`src/rtl/asr_pkg.sv`:
```
// Purpose: shared constants and types for the converter sync and readout control
// Assumes: clk_sys is the converter master clock, 10 MHz
// Notes: phases count master-clock cycles within one output word period
package asr_pkg;

    localparam int WORD_W = 16;
    localparam int SEQ_W = 5;
    localparam int SETTLE_W = 4;

    // decimation period ends: 32x and 16x oversampling
    localparam logic [SEQ_W-1:0] SEQ_ZERO = 5'h00;
    localparam logic [SEQ_W-1:0] SEQ_LAST_32 = 5'h1f;
    localparam logic [SEQ_W-1:0] SEQ_LAST_16 = 5'h0f;
    localparam logic [SEQ_W-1:0] SEQ_ONE = 5'h01;
    // strobe rises this many cycles before the load edge
    localparam logic [SEQ_W-1:0] STROBE_LEAD = 5'h02;

    // words discarded after a restart while the filter settles
    localparam logic [SETTLE_W-1:0] SETTLE_WORDS = 4'h8;
    localparam logic [SETTLE_W-1:0] SETTLE_NONE = 4'h0;
    localparam logic [SETTLE_W-1:0] SETTLE_ONE = 4'h1;

    localparam logic [WORD_W-1:0] OUT_RST = 16'h0000;

    // twos complement result word from the decimation filter
    typedef struct packed {
        logic [WORD_W-1:0] code;
    } asr_word_t;

    // asynchronous pins, carried together through the synchroniser
    typedef struct packed {
        logic osc_dis;
        logic restart;
        logic frame_align;
        logic serial_mode;
        logic osr32;
        logic cs_n;
        logic rd_n;
    } asr_pins_t;

    localparam asr_pins_t PINS_RST = '{osc_dis: 1'b0, restart: 1'b0, frame_align: 1'b0,
                                       serial_mode: 1'b0, osr32: 1'b0, cs_n: 1'b1,
                                       rd_n: 1'b1};

    typedef enum logic [1:0] {
        ST_IDLE = 2'b00,
        ST_STROBE1 = 2'b01,
        ST_STROBE2 = 2'b11
    } asr_state_t;

endpackage : asr_pkg

```
`src/rtl/asr_readout.sv`:
```
// Purpose: clock source select, filter restart and parallel readout control
// Assumes: clk_sys is the master clock; filter datapath runs on the same clock
// Notes: all pins pass a two-flop synchroniser, so pin effects lag two cycles, the registered bus enable three
// Summary of operation
// - oscillator disable high stops the oscillator; master clock comes from outside.
// - rising edge of restart input clears the filter sequencer counter to zero.
// - filter stays in reset while restart is high, released when sampled low.
// - first edge sampling restart low leaves reset and starts collecting samples.
// - converters sharing clock and restart load output registers in the same cycle.
// - after a restart the ready strobe stays high until settled valid data exists.
// - in serial modes either restart or frame align input synchronises converters.
// - with chip select and read both low the data bits are driven continuously.
// - ready strobe goes high two cycles before each new word is loaded.
// - falling edge of the ready strobe marks a new word available.
// - parallel data outputs are three-state so converters can share a bus.
// - output word is twos complement in unipolar and bipolar modes alike.
`timescale 1ns/1ps
module asr_readout (
    input wire logic clk_sys, // master clock, 10 MHz
    input wire logic sys_rst, // async reset, active high
    input wire logic oscillator_disable, // pin: high selects external clock
    output logic osc_enable, // runs the on-chip oscillator
    output logic clk_src_ext, // master clock taken from outside
    input wire logic restart_in, // pin: filter restart
    input wire logic frame_align_in, // pin: serial frame alignment
    input wire logic serial_mode, // pin: high for any serial mode
    input wire logic osr32_sel, // pin: high for 32x, low for 16x
    output logic filter_rst, // holds the decimation filter in reset
    output logic [asr_pkg::SEQ_W-1:0] seq_phase, // filter sequencer count
    input asr_pkg::asr_word_t filt_word, // filtered result
    input wire logic filt_valid, // filt_word present
    output logic filt_ready, // buffer can take filt_word
    input wire logic cs_n, // pin: chip select, active low
    input wire logic rd_n, // pin: read strobe, active low
    output logic [asr_pkg::WORD_W-1:0] pdata_o, // parallel data out
    output logic pdata_oe_n, // low while pdata_o drives the bus
    output logic result_valid_n, // data-ready strobe, active low
    output logic settling // filter settling after a restart
);
    asr_pkg::asr_pins_t pin_meta_q;
    asr_pkg::asr_pins_t pin_q;
    logic restart_prev_q;
    logic frame_prev_q;
    logic frame_seen_q;
    logic [asr_pkg::SEQ_W-1:0] seq_q;
    logic [asr_pkg::SEQ_W-1:0] seq_d;
    logic [asr_pkg::SETTLE_W-1:0] settle_q;
    logic [asr_pkg::SETTLE_W-1:0] settle_d;
    asr_pkg::asr_state_t state_q;
    asr_pkg::asr_state_t state_d;
    logic [asr_pkg::WORD_W-1:0] out_q;
    logic rv_n_q;
    logic rv_n_d;
    logic oe_n_q;
    asr_pkg::asr_word_t buf_word;
    logic buf_valid;

    // sequencer end-of-period for the selected oversampling ratio
    function automatic logic [asr_pkg::SEQ_W-1:0] last_phase(input logic osr32);
        last_phase = osr32 ? asr_pkg::SEQ_LAST_32 : asr_pkg::SEQ_LAST_16;
    endfunction : last_phase

    // phase a given number of cycles before the period end
    function automatic logic [asr_pkg::SEQ_W-1:0] phase_before(
        input logic osr32,
        input logic [asr_pkg::SEQ_W-1:0] lead
    );
        phase_before = last_phase(osr32) - lead;
    endfunction : phase_before

    // two-flop synchroniser; only pin_q is read by logic
    always_ff @(posedge clk_sys or posedge sys_rst) begin
        if (sys_rst) begin
            pin_meta_q <= asr_pkg::PINS_RST;
            pin_q <= asr_pkg::PINS_RST;
        end else begin
            pin_meta_q <= '{osc_dis: oscillator_disable, restart: restart_in,
                            frame_align: frame_align_in, serial_mode: serial_mode,
                            osr32: osr32_sel, cs_n: cs_n, rd_n: rd_n};
            pin_q <= pin_meta_q;
        end
    end

    // crystal path only when disable is low; the pin itself is the board's job
    assign osc_enable = !pin_q.osc_dis;
    assign clk_src_ext = pin_q.osc_dis;

    // restart edge and level; a one-cycle pulse is caught as a single high sample
    wire logic restart_rise = pin_q.restart && !restart_prev_q;
    // frame align only counts in serial modes; periodic pulses on phase zero are ignored
    wire logic frame_rise = pin_q.frame_align && !frame_prev_q;
    wire logic frame_aligned = frame_seen_q && (seq_q == asr_pkg::SEQ_ZERO);
    wire logic frame_resync = pin_q.serial_mode && frame_rise && !frame_aligned;
    // reset level lasts while restart is sampled high, released on a low sample
    wire logic restart_hold = pin_q.restart || frame_resync;

    assign filter_rst = restart_hold;
    assign seq_phase = seq_q;

    always_ff @(posedge clk_sys or posedge sys_rst) begin
        if (sys_rst) begin
            restart_prev_q <= 1'b0;
            frame_prev_q <= 1'b0;
            frame_seen_q <= 1'b0;
        end else begin
            restart_prev_q <= pin_q.restart;
            frame_prev_q <= pin_q.frame_align;
            frame_seen_q <= frame_seen_q || frame_resync;
        end
    end

    wire logic seq_at_last = (seq_q == last_phase(pin_q.osr32));
    wire logic seq_at_lead = (seq_q == phase_before(pin_q.osr32, asr_pkg::STROBE_LEAD));

    // sequencer cleared and held at zero through reset, counts from the first low sample
    always_comb begin
        if (restart_hold || restart_rise) begin
            seq_d = asr_pkg::SEQ_ZERO;
        end else if (seq_at_last) begin
            seq_d = asr_pkg::SEQ_ZERO;
        end else begin
            seq_d = seq_q + asr_pkg::SEQ_ONE;
        end
    end

    // words after a restart are stale filter output and are discarded
    wire logic settling_now = (settle_q != asr_pkg::SETTLE_NONE);
    wire logic drop_word = settling_now && buf_valid && seq_at_last;
    // load lands on the sequencer wrap, so parts on one clock and restart load together
    wire logic load_word = (state_q == asr_pkg::ST_STROBE2) && seq_at_last;
    wire logic buf_pop = load_word || drop_word;

    assign settling = settling_now;

    always_comb begin
        if (restart_hold) begin
            settle_d = asr_pkg::SETTLE_WORDS;
        end else if (drop_word) begin
            settle_d = settle_q - asr_pkg::SETTLE_ONE;
        end else begin
            settle_d = settle_q;
        end
    end

    // strobe sequence: two high cycles, then load and fall together
    always_comb begin
        state_d = state_q;
        case (state_q)
            asr_pkg::ST_IDLE: begin
                if (!restart_hold && !settling_now && buf_valid && seq_at_lead) begin
                    state_d = asr_pkg::ST_STROBE1;
                end
            end
            asr_pkg::ST_STROBE1: begin
                state_d = asr_pkg::ST_STROBE2;
            end
            asr_pkg::ST_STROBE2: begin
                state_d = asr_pkg::ST_IDLE;
            end
            default: begin
                state_d = asr_pkg::ST_IDLE;
            end
        endcase
        if (restart_hold) begin
            state_d = asr_pkg::ST_IDLE;
        end
    end

    // strobe high while settling or strobing; falls only when a word is loaded
    always_comb begin
        if (settle_d != asr_pkg::SETTLE_NONE || state_d != asr_pkg::ST_IDLE) begin
            rv_n_d = 1'b1;
        end else if (load_word) begin
            rv_n_d = 1'b0;
        end else begin
            rv_n_d = rv_n_q;
        end
    end

    always_ff @(posedge clk_sys or posedge sys_rst) begin
        if (sys_rst) begin
            seq_q <= asr_pkg::SEQ_ZERO;
            settle_q <= asr_pkg::SETTLE_WORDS;
            state_q <= asr_pkg::ST_IDLE;
            rv_n_q <= 1'b1;
        end else begin
            seq_q <= seq_d;
            settle_q <= settle_d;
            state_q <= state_d;
            rv_n_q <= rv_n_d;
        end
    end

    // filter code passes unchanged: it is twos complement in either input mode
    always_ff @(posedge clk_sys or posedge sys_rst) begin
        if (sys_rst) begin
            out_q <= asr_pkg::OUT_RST;
        end else if (load_word) begin
            out_q <= buf_word.code;
        end
    end

    // enable registered so the bus driver never glitches on pin skew
    always_ff @(posedge clk_sys or posedge sys_rst) begin
        if (sys_rst) begin
            oe_n_q <= 1'b1;
        end else begin
            oe_n_q <= pin_q.cs_n || pin_q.rd_n;
        end
    end

    assign pdata_o = out_q;
    assign pdata_oe_n = oe_n_q;
    assign result_valid_n = rv_n_q;

    // a receiver stall holds the word here; the filter sees filt_ready low
    asr_buf2 u_buf (
        .clk_sys(clk_sys),
        .sys_rst(sys_rst),
        .flush(restart_hold),
        .in_word(filt_word),
        .in_valid(filt_valid),
        .in_ready(filt_ready),
        .out_word(buf_word),
        .out_valid(buf_valid),
        .out_ready(buf_pop)
    );

endmodule : asr_readout

```
`src/rtl/asr_buf2.sv`:
```
// Purpose: two-entry word buffer between filter and output register
// Assumes: single clock, flush empties it in one cycle
// Notes: in_ready falls only when both entries hold words
`timescale 1ns/1ps
module asr_buf2 (
    input wire logic clk_sys, // master clock
    input wire logic sys_rst, // async reset, active high
    input wire logic flush, // drop all held words
    input asr_pkg::asr_word_t in_word, // word from filter
    input wire logic in_valid, // in_word present
    output logic in_ready, // room for a word
    output asr_pkg::asr_word_t out_word, // oldest held word
    output logic out_valid, // out_word present
    input wire logic out_ready // drain side takes out_word
);
    asr_pkg::asr_word_t mem_q [2];
    logic wr_ptr_q;
    logic rd_ptr_q;
    logic [1:0] count_q;
    wire logic push = in_valid && in_ready;
    wire logic pop = out_valid && out_ready;

    assign in_ready = (count_q != 2'h2);
    assign out_valid = (count_q != 2'h0);
    assign out_word = mem_q[rd_ptr_q];

    always_ff @(posedge clk_sys or posedge sys_rst) begin
        if (sys_rst) begin
            wr_ptr_q <= 1'b0;
            rd_ptr_q <= 1'b0;
            count_q <= 2'h0;
        end else if (flush) begin
            wr_ptr_q <= 1'b0;
            rd_ptr_q <= 1'b0;
            count_q <= 2'h0;
        end else begin
            wr_ptr_q <= wr_ptr_q ^ push;
            rd_ptr_q <= rd_ptr_q ^ pop;
            count_q <= count_q + {1'b0, push} - {1'b0, pop};
        end
    end

    // storage needs no reset; out_valid guards every read
    always_ff @(posedge clk_sys) begin
        if (push && !flush) begin
            mem_q[wr_ptr_q] <= in_word;
        end
    end

endmodule : asr_buf2

```
`config.mk`:
```
export PLATFORM = sky130hd
export DESIGN_NAME = asr_readout
export DESIGN_NICKNAME = d
export VERILOG_FILES = /design/src/rtl/asr_pkg.sv /design/src/rtl/asr_readout.sv /design/src/rtl/asr_buf2.sv
export SDC_FILE = /design/constraint.sdc
export NUM_CORES = 1
export LEC_CHECK = 0
export ABC_CLOCK_PERIOD_IN_PS = 7200
export CORE_MARGIN = 5
export CORE_UTILIZATION = 59
export DETAILED_ROUTE_END_ITERATION = 10
export DONT_BUFFER_PORTS = 1
export GPL_TIMING_DRIVEN = 0
export PLACE_DENSITY_LB_ADDON = 0.15
export SYNTH_ARGS = -nofsm -noshare
export SYNTH_HDL_FRONTEND = slang
export SYNTH_SLANG_ARGS = --single-unit
```
`constraint.sdc`:
```
create_clock -name clk_sys -period 7.2 [get_ports clk_sys]
set_input_delay 0.72 -clock clk_sys [delete_from_list [all_inputs] [get_ports clk_sys]]
set_output_delay 0.72 -clock clk_sys [all_outputs]
set_load 0.02 [all_outputs]
```
==> summary.md, run 1 <==
| Metric | Value |
|---|---|
| Via/cell ratio | 5.34 |
| GR Util met1 | 0.200 |
| Vias in the first global route | 1,700 |
| Logic pwr share | 0.118 |
| # nets final | 256 |
| RR Endpoint | u_buf.mem_q[0][7] |
| Area share of the largest cell type after synthesis | 0.347 |
| Port Buf Inserts | 0 |
| Setup repair after global routing missed its margin | no |
| Die area | 0.00667 mm^2 |
| Internal power | 716 uW |
| Post-Syn Instances | 209 |
| NetSw | 271 uW |
| Multi-input logic area | 781 um^2 |
| CTS tree | done |
| Crit path buf inv count | 2 |
| First-pass GRT wire length | 8250 um |
| CTS buffer count | 9 |
| Clock buffer depth | 2 |
| Crit path arrival time | 2.24 ns |
| Antenna viol nets, final | 0 |
| Most frequent cell after synthesis | dfrtp_1 |
| GPL Wtd Cong | 0.821 |
| Setup TNS | 0 ns |
| Die X | 81.7 um |
| Post-Syn Area | 0.00303 mm^2 |
| Ports | 54 |
| Via count | 1,591 |
| Worst Hold Class | in2async |
| Pin count of the biggest net entering global routing | 45 |
| Post-synth net total | 242 |
| Htree depth | 3 |
| Count of cell types in the netlist | 32 |
| Worst path cell trace | inv_1 -> ha_1 -> nand4bb_1 -> o32a_1 -> clkbuf_1 |
| Busiest grt layer | met2 |
| Detailed placement HPWL | 3530 um |
| CP endpoint kind | output pin |
| YS warnings | 0 |
| Transition time at the pin with the least slew margin | 0.753 ns |
| Met3 usage | 0.0779 |
| Startpoint types | flop |
| Clock Tree Root | clkbuf_8 |
| DRC | 0 |
| WP depth | 5 |
| Area delta synth->final | 10.8% |
| Setup slack, reg-to-reg | 4.32 ns |
| Final hold vios | 0 |
| Peak supply drop | 217 uV |
| Remaining Overflow, GRT | 0 |
| Total Routing Usage GR | 0.174 |
| Yosys top cell by area | dfrtp_1 |
| FP Rows | 26 |
| Commonest cells post-synth | dfrtp_1 (42), edfxtp_1 (32), nor2_1 (26) |
| Die Y | 81.7 um |
| Share of layout cells above drive strength 1 | 0.154 |
| Max transition margin | 0.497 |
| Antenna diode count | 0 |
| Core footprint | 0.00504 mm^2 |
| LEAKAGE | 1.35 nW |
| Critical Path Fanout Max | 10 |
| Worst r2r path cells | 7 |
| Fillers | 370 |
| WP data required | 6.48 ns |
| Yosys reg bits | 81 |
| Reg clk slew, reported paths | 0.09 ns |
| Fmax | 0.338 GHz |
| EDFF count, synth | 32 |
| Tmin final | 2.96 ns |
| Reg power frac | 0.576 |
| # hold bufs at CTS | 0 |
| Seq/Total Area, Yosys | 0.725 |
| Clk network pwr share | 0.307 |
| Main synth FF type | dfrtp_1 |
| Post-CTS setup buffer count | 0 |
| Slew Viols, Final | 0 |
| Clock sink total | 81 |
| Worst path top cell family by delay | buffers and inverters |
| Initial antenna violation count | 0 |
| Number of max-cap violations | 0 |
| CP Class | reg2out |
| Slowest stage delay, CP | 0.60 ns |
| Clk Latency, worst-skew pair | 0.34 ns |
| Pwr/cell area | 294 mW/mm^2 |
| Most area-consuming cells after synthesis | dfrtp_1 (35%), edfxtp_1 (32%), dfstp_2 (6.1%), mux2i_1 (5.3%), nor2_1 (3.2%) |
| Final Setup Violations | 0 |
| Routed WL per cell | 16.7 um |
| Post-cts sizing count | 0 |
| Met2 usage | 0.283 |
| Synthesized area per cell | 14.5 um^2 |
| Detailed Routing Iterations Pass 1 | 4 |
| Switching Share | 0.274 |
| Status | finished clean |
| Initial core utilization | 0.601 |
| Worst r2r src | seq_phase[0] |
| Power Total | 987 uW |
| CP max stage cell | clkbuf_1 |
| Iter 0 DRT Violations | 87 |
| Period Utilization, post-route | 0.410 |
| Async set-reset flop share out of synthesis | 0.605 |
| Worst Skew | 0.00988 ns |
| WL final | 4980 um |
| FF+latch area | 0.00220 mm^2 |
[per-layer routing]
metal,part of all wire,up-vias
li1,-,751
met1,0.41,792
met2,0.51,41
met3,0.067,7
met4,0.016,0
met5,0,-
[power by group through the flow]
stage               Combinational, mW  Clock, mW  Sequential (mW)
floorplan                      0.0840          0            0.571
global placement                0.101          0            0.576
detailed placement              0.118          0            0.579
CTS                             0.119      0.312            0.569
global route                    0.127      0.335            0.574
finish                          0.116      0.303            0.568
[worst max-delay path by stage]
| stage | startpoint | endpoint |
|---|---|---|
| after floorplan | seq_phase[0] | u_buf.mem_q[0][0] |
| after global placement | seq_phase[0] | u_buf.mem_q[0][15] |
| after detailed placement | seq_phase[0] | u_buf.mem_q[0][8] |
| after CTS | seq_phase[0] | filter_rst |
| after global routing | seq_phase[0] | filter_rst |
| final | seq_phase[0] | filter_rst |
[registers in the layout, indices dropped and copies added, names as in the netlist, 2 cells and up]
signal / count
u_buf.count_q: 2
state_q: 2
u_buf.mem_q: 32
settle_q: 4
pdata_o: 16
pin_q: 6
seq_phase: 5
pin_meta_q: 7
[per-stage QoR]
stage               setup WS (ns)   util  instances  area, um^2  hold WS (ns)
floorplan                    4.12      -        209        3030         0.331
global placement             3.31  0.618        279        3120         0.332
detailed placement           4.28  0.629        282        3170         0.335
CTS                          4.21  0.666        298        3360         0.119
global route                 4.10  0.666        298        3360         0.110
finish                       4.24  0.666        298        3360         0.134
[kinds of logic after synthesis]
logic type | after synthesis | share of synthesized area
flip-flops | 81 | 0.725
adder cells (fa/ha/maj) | 7 | 0.0289
AND/OR/NAND/NOR | 52 | 0.0945
buffers and inverters | 17 | 0.0211
AO/OA/AOI/OAI | 26 | 0.0491
multiplexers | 16 | 0.0528
XOR/XNOR | 10 | 0.0289
[layout by cell type, fill, tap and decap left out, types with 2 or more instances in the layout]
cell type,n
nor3_1,2
xor2_1,4
and3_1,2
or2_2,3
mux2i_1,16
nand2_1,4
inv_1,10
dfstp_2,7
a21oi_1,19
clkbuf_8,10
nor3b_1,3
inv_4,2
o21bai_1,2
buf_6,2
edfxtp_1,32
dfrtp_1,42
nor2b_1,2
nor2_1,26
ha_1,7
xnor2_1,6
nor3_2,2
clkbuf_1,5
[cell type report]
class,count,area share
multi-input combinational,111,0.233
inverter,11,0.0123
clock inverter,6,0.0145
timing repair buffer,3,0.0127
tap,70,0.0261
sequential,81,0.654
clock buffer,10,0.0410
buffer,6,0.00671
Power figures use the tool's default switching activity.
==> run 2: changes to the inputs <==
--- a/config.mk
+++ b/config.mk
@@ -5,9 +5,10 @@
 export SDC_FILE = /design/constraint.sdc
 export NUM_CORES = 1
 export LEC_CHECK = 0
-export ABC_CLOCK_PERIOD_IN_PS = 7200
+export ABC_AREA = 1
+export ABC_CLOCK_PERIOD_IN_PS = 2700
 export CORE_MARGIN = 5
-export CORE_UTILIZATION = 59
+export CORE_UTILIZATION = 56
 export DETAILED_ROUTE_END_ITERATION = 10
 export DONT_BUFFER_PORTS = 1
 export GPL_TIMING_DRIVEN = 0
==> constraint.sdc (replaced) <==
create_clock -name clk_sys -period 2.7 [get_ports clk_sys]
set_input_delay 0.27 -clock clk_sys [delete_from_list [all_inputs] [get_ports clk_sys]]
set_output_delay 0.27 -clock clk_sys [all_outputs]
set_load 0.02 [all_outputs]
==> summary.md, run 2 <==
| Metric | Value |
|---|---|
| GR Util met1 | 0.184 (-0.0157) |
| Number of max-cap violations | 0 (unchanged) |
| Main synth FF type | dfrtp_1 |
| Seq/Total Area, Yosys | 0.671 (-0.0535) |
| Met2 usage | 0.247 (-0.0365) |
| GPL Wtd Cong | 0.736 (-10%) |
| NetSw | 556 uW (+110%) |
| Setup repair after global routing missed its margin | no |
| CP Class | reg2reg |
| CP endpoint kind | flop |
| Htree depth | 3 (unchanged) |
| Final Setup Violations | 0 (unchanged) |
| Core footprint | 0.00561 mm^2 (+11%) |
| Detailed Routing Iterations Pass 1 | 4 (unchanged) |
| Post-Syn Instances | 264 (+26%) |
| Met3 usage | 0.0798 (+0.00200) |
| RR Endpoint | u_buf.mem_q[1][1] |
| Pwr/cell area | 592 mW/mm^2 (+100%) |
| WL final | 5520 um (+11%) |
| Most frequent CP cell | inv_1 |
| Power Total | 2.28 mW (+130%) |
| Clk network pwr share | 0.341 (+0.034) |
| Yosys top cell by area | dfrtp_1 |
| LEAKAGE | 1.69 nW (+25%) |
| Commonest cells post-synth | nand2_1 (57), dfrtp_1 (42), edfxtp_1 (32) |
| Worst Hold Class | in2async |
| Via count | 1,907 (+20%) |
| Max transition margin | 0.670 (+0.173) |
| Port Buf Inserts | 0 (unchanged) |
| Multi-input logic area | 935 um^2 (+20%) |
| Synthesized area per cell | 12.4 um^2 (-15%) |
| Ports | 54 (unchanged) |
| Dpl ws | -0.276 ns (-4.56 ns) |
| Antenna diode count | 0 (unchanged) |
| Area delta synth->final | 17.9% |
| Count of cell types in the netlist | 37 (+16%) |
| Post-synth net total | 297 (+23%) |
| Clk Latency, worst-skew pair | 0.34 ns (about the same) |
| Async set-reset flop share out of synthesis | 0.605 (unchanged) |
| Switching Share | 0.244 (-0.0306) |
| Fillers | 435 (+18%) |
| Pin count of the biggest net entering global routing | 43 (-4.4%) |
| CTS buffer count | 9 (unchanged) |
| Most frequent standard cell in the layout excluding fill and tap cells | nand2_1 |
| Iter 0 DRT Violations | 56 (-36%) |
| Most frequent cell after synthesis | nand2_1 |
| CTS tree | done |
| Setup slack, reg-to-reg | 0.42 ns (-3.90 ns) |
| Vias in the first global route | 1,809 (+6.4%) |
| Clock sink total | 81 (unchanged) |
| EDFF count, synth | 32 (unchanged) |
| Initial core utilization | 0.583 (-0.0175) |
| Crit path buf inv count | 4 (+2) |
| Area share of the largest cell type after synthesis | 0.321 (-0.0256) |
| Worst r2r path cells | 9 (+2) |
| Detailed placement HPWL | 3610 um (+2.3%) |
| Reg clk slew, reported paths | 0.08 ns (about the same) |
| Internal power | 1.73 mW (+140%) |
| First-pass GRT wire length | 8740 um (+5.9%) |
| Initial antenna violation count | 0 (unchanged) |
| Clock Tree Root | clkbuf_8 |
| Final hold vios | 0 (unchanged) |
| Yosys reg bits | 81 (unchanged) |
| Tmin final | 2.28 ns |
| CP max stage cell | dfrtp_1 |
| Commonest non-fill, non-tap cells in the layout | nand2_1 (57), dfrtp_1 (42), edfxtp_1 (32) |
| Worst path cell trace | inv_1 -> ha_1 -> nand2_1 -> inv_1 -> nand3_1 -> a21oi_4 -> inv_2 -> buf_6 -> nor2_4 |
| Largest Register | u_buf.mem_q |
| Period Utilization, post-route | 0.845 |
| Antenna viol nets, final | 0 (unchanged) |
| Status | finished clean |
| Die area | 0.00747 mm^2 (+12%) |
| Max reg flops | 32 (unchanged) |
| Routed WL per cell | 14.5 um (-13%) |
| Most area-consuming cells after synthesis | dfrtp_1 (32%), edfxtp_1 (29%), nand2_1 (6.5%), dfstp_2 (5.6%), a31oi_2 (5.4%) |
| WP data required | 2.69 ns (-3.79 ns) |
| Die X | 86.4 um (+5.8%) |
| Remaining Overflow, GRT | 0 (unchanged) |
| FF+latch area | 0.00220 mm^2 (unchanged) |
| Via/cell ratio | 5.02 (-6.0%) |
| Die Y | 86.4 um (+5.8%) |
| Peak supply drop | 374 uV (+73%) |
| Worst path top cell family by delay | simple AND/OR/NAND/NOR gates |
| Reg power frac | 0.593 (+0.017) |
| Busiest grt layer | met2 |
| Worst Skew | 0.00921 ns (-0.000665 ns) |
| Startpoint types | flop |
| Critical Path Fanout Max | 16 (+6) |
| YS warnings | 0 (unchanged) |
| Setup WS post-layout | 0.419 ns (-3.83 ns) |
| FP Rows | 27 (+3.8%) |
| Transition time at the pin with the least slew margin | 0.495 ns (-0.258 ns) |
| Total Routing Usage GR | 0.157 (-0.0166) |
| Fmax | 0.438 GHz |
| Crit path arrival time | 2.27 ns (+0.03 ns) |
| DRC | 0 (unchanged) |
| Util after Layout | 0.688 (+0.0223) |
| # nets final | 336 (+31%) |
| Logic pwr share | 0.066 (-0.052) |
| Post-Syn Area | 0.00327 mm^2 (+8.0%) |
| Slowest stage delay, CP | 0.49 ns (-0.11 ns) |
| Share of layout cells above drive strength 1 | 0.234 (+0.0803) |
| Clock buffer depth | 2 (unchanged) |
| Hold Slack | 0.271 ns (+0.137 ns) |
| Worst r2r src | seq_phase[1] |
| Slew Viols, Final | 0 (unchanged) |
## run 2: changes by cell type after synthesis, sizes merged, moves of 5 or more
cell and change:
nand3 +8, xnor2 -5, a21oi -14, mux2i -16
nor2 +10, inv +14, nand2 +55, a31oi +16
## run 2: power groups by stage
stage	Sequential [mW]	Clock (mW)	Combinational, mW
global placement	1.38	0	0.103
floorplan	1.38	0	0.0841
detailed placement	1.38	0	0.109
finish	1.35	0.779	0.150
global route	1.36	0.864	0.169
CTS	1.36	0.808	0.132
## run 2: kinds of logic after synthesis
group / after synthesis / share of synthesized area
xor+xnor: 4 / 0.0107
fa+ha+maj: 7 / 0.0268
flops: 81 / 0.671
buf+inv: 33 / 0.0489
compound gates: 28 / 0.0853
simple gates: 111 / 0.157
## run 2: how the worst max path moves through the flow
stage | from | end | slack, ns | cells after the start
after floorplan | seq_phase[0] | u_buf.mem_q[1][0] | 0.28 | 9
after global placement | seq_phase[0] | u_buf.mem_q[1][4] | -0.29 | 9
after detailed placement | seq_phase[1] | u_buf.mem_q[1][4] | -0.28 | 9
after CTS | seq_phase[1] | u_buf.mem_q[1][1] | 0.11 | 9
after global routing | seq_phase[1] | u_buf.mem_q[1][1] | 0.22 | 9
final | seq_phase[1] | u_buf.mem_q[1][1] | 0.42 | 9
## run 2: layout make-up
cell class / instances / area share
multi-input combinational: 150 / 0.242
buffer: 7 / 0.0149
clock inverter: 7 / 0.0139
inverter: 26 / 0.0266
tap: 72 / 0.0233
clock buffer: 9 / 0.0321
timing repair buffer: 28 / 0.0778
sequential: 81 / 0.569
## run 2: repair_timing
action	in CTS	in global routing
hold buffers	17	9
endpoints found under the hold margin	69	16
cloned	0	0
setup endpoints to repair	32	32
pin swaps	0	1
buffers inserted	0	1
resized for setup	2	1
## run 2: per-layer routing
layer	share of wire	vias up
met2	0.51	37
met5	0	-
met4	0.018	0
met1	0.41	912
li1	-	949
met3	0.067	9
## run 2: through the flow
stage	TNS, ns	instance area [um^2]	instances
global placement	-7.85	3370	336
finish	0	3860	380
CTS	0	3740	370
floorplan	0	3280	264
detailed placement	-7.66	3390	337
global route	0	3860	380
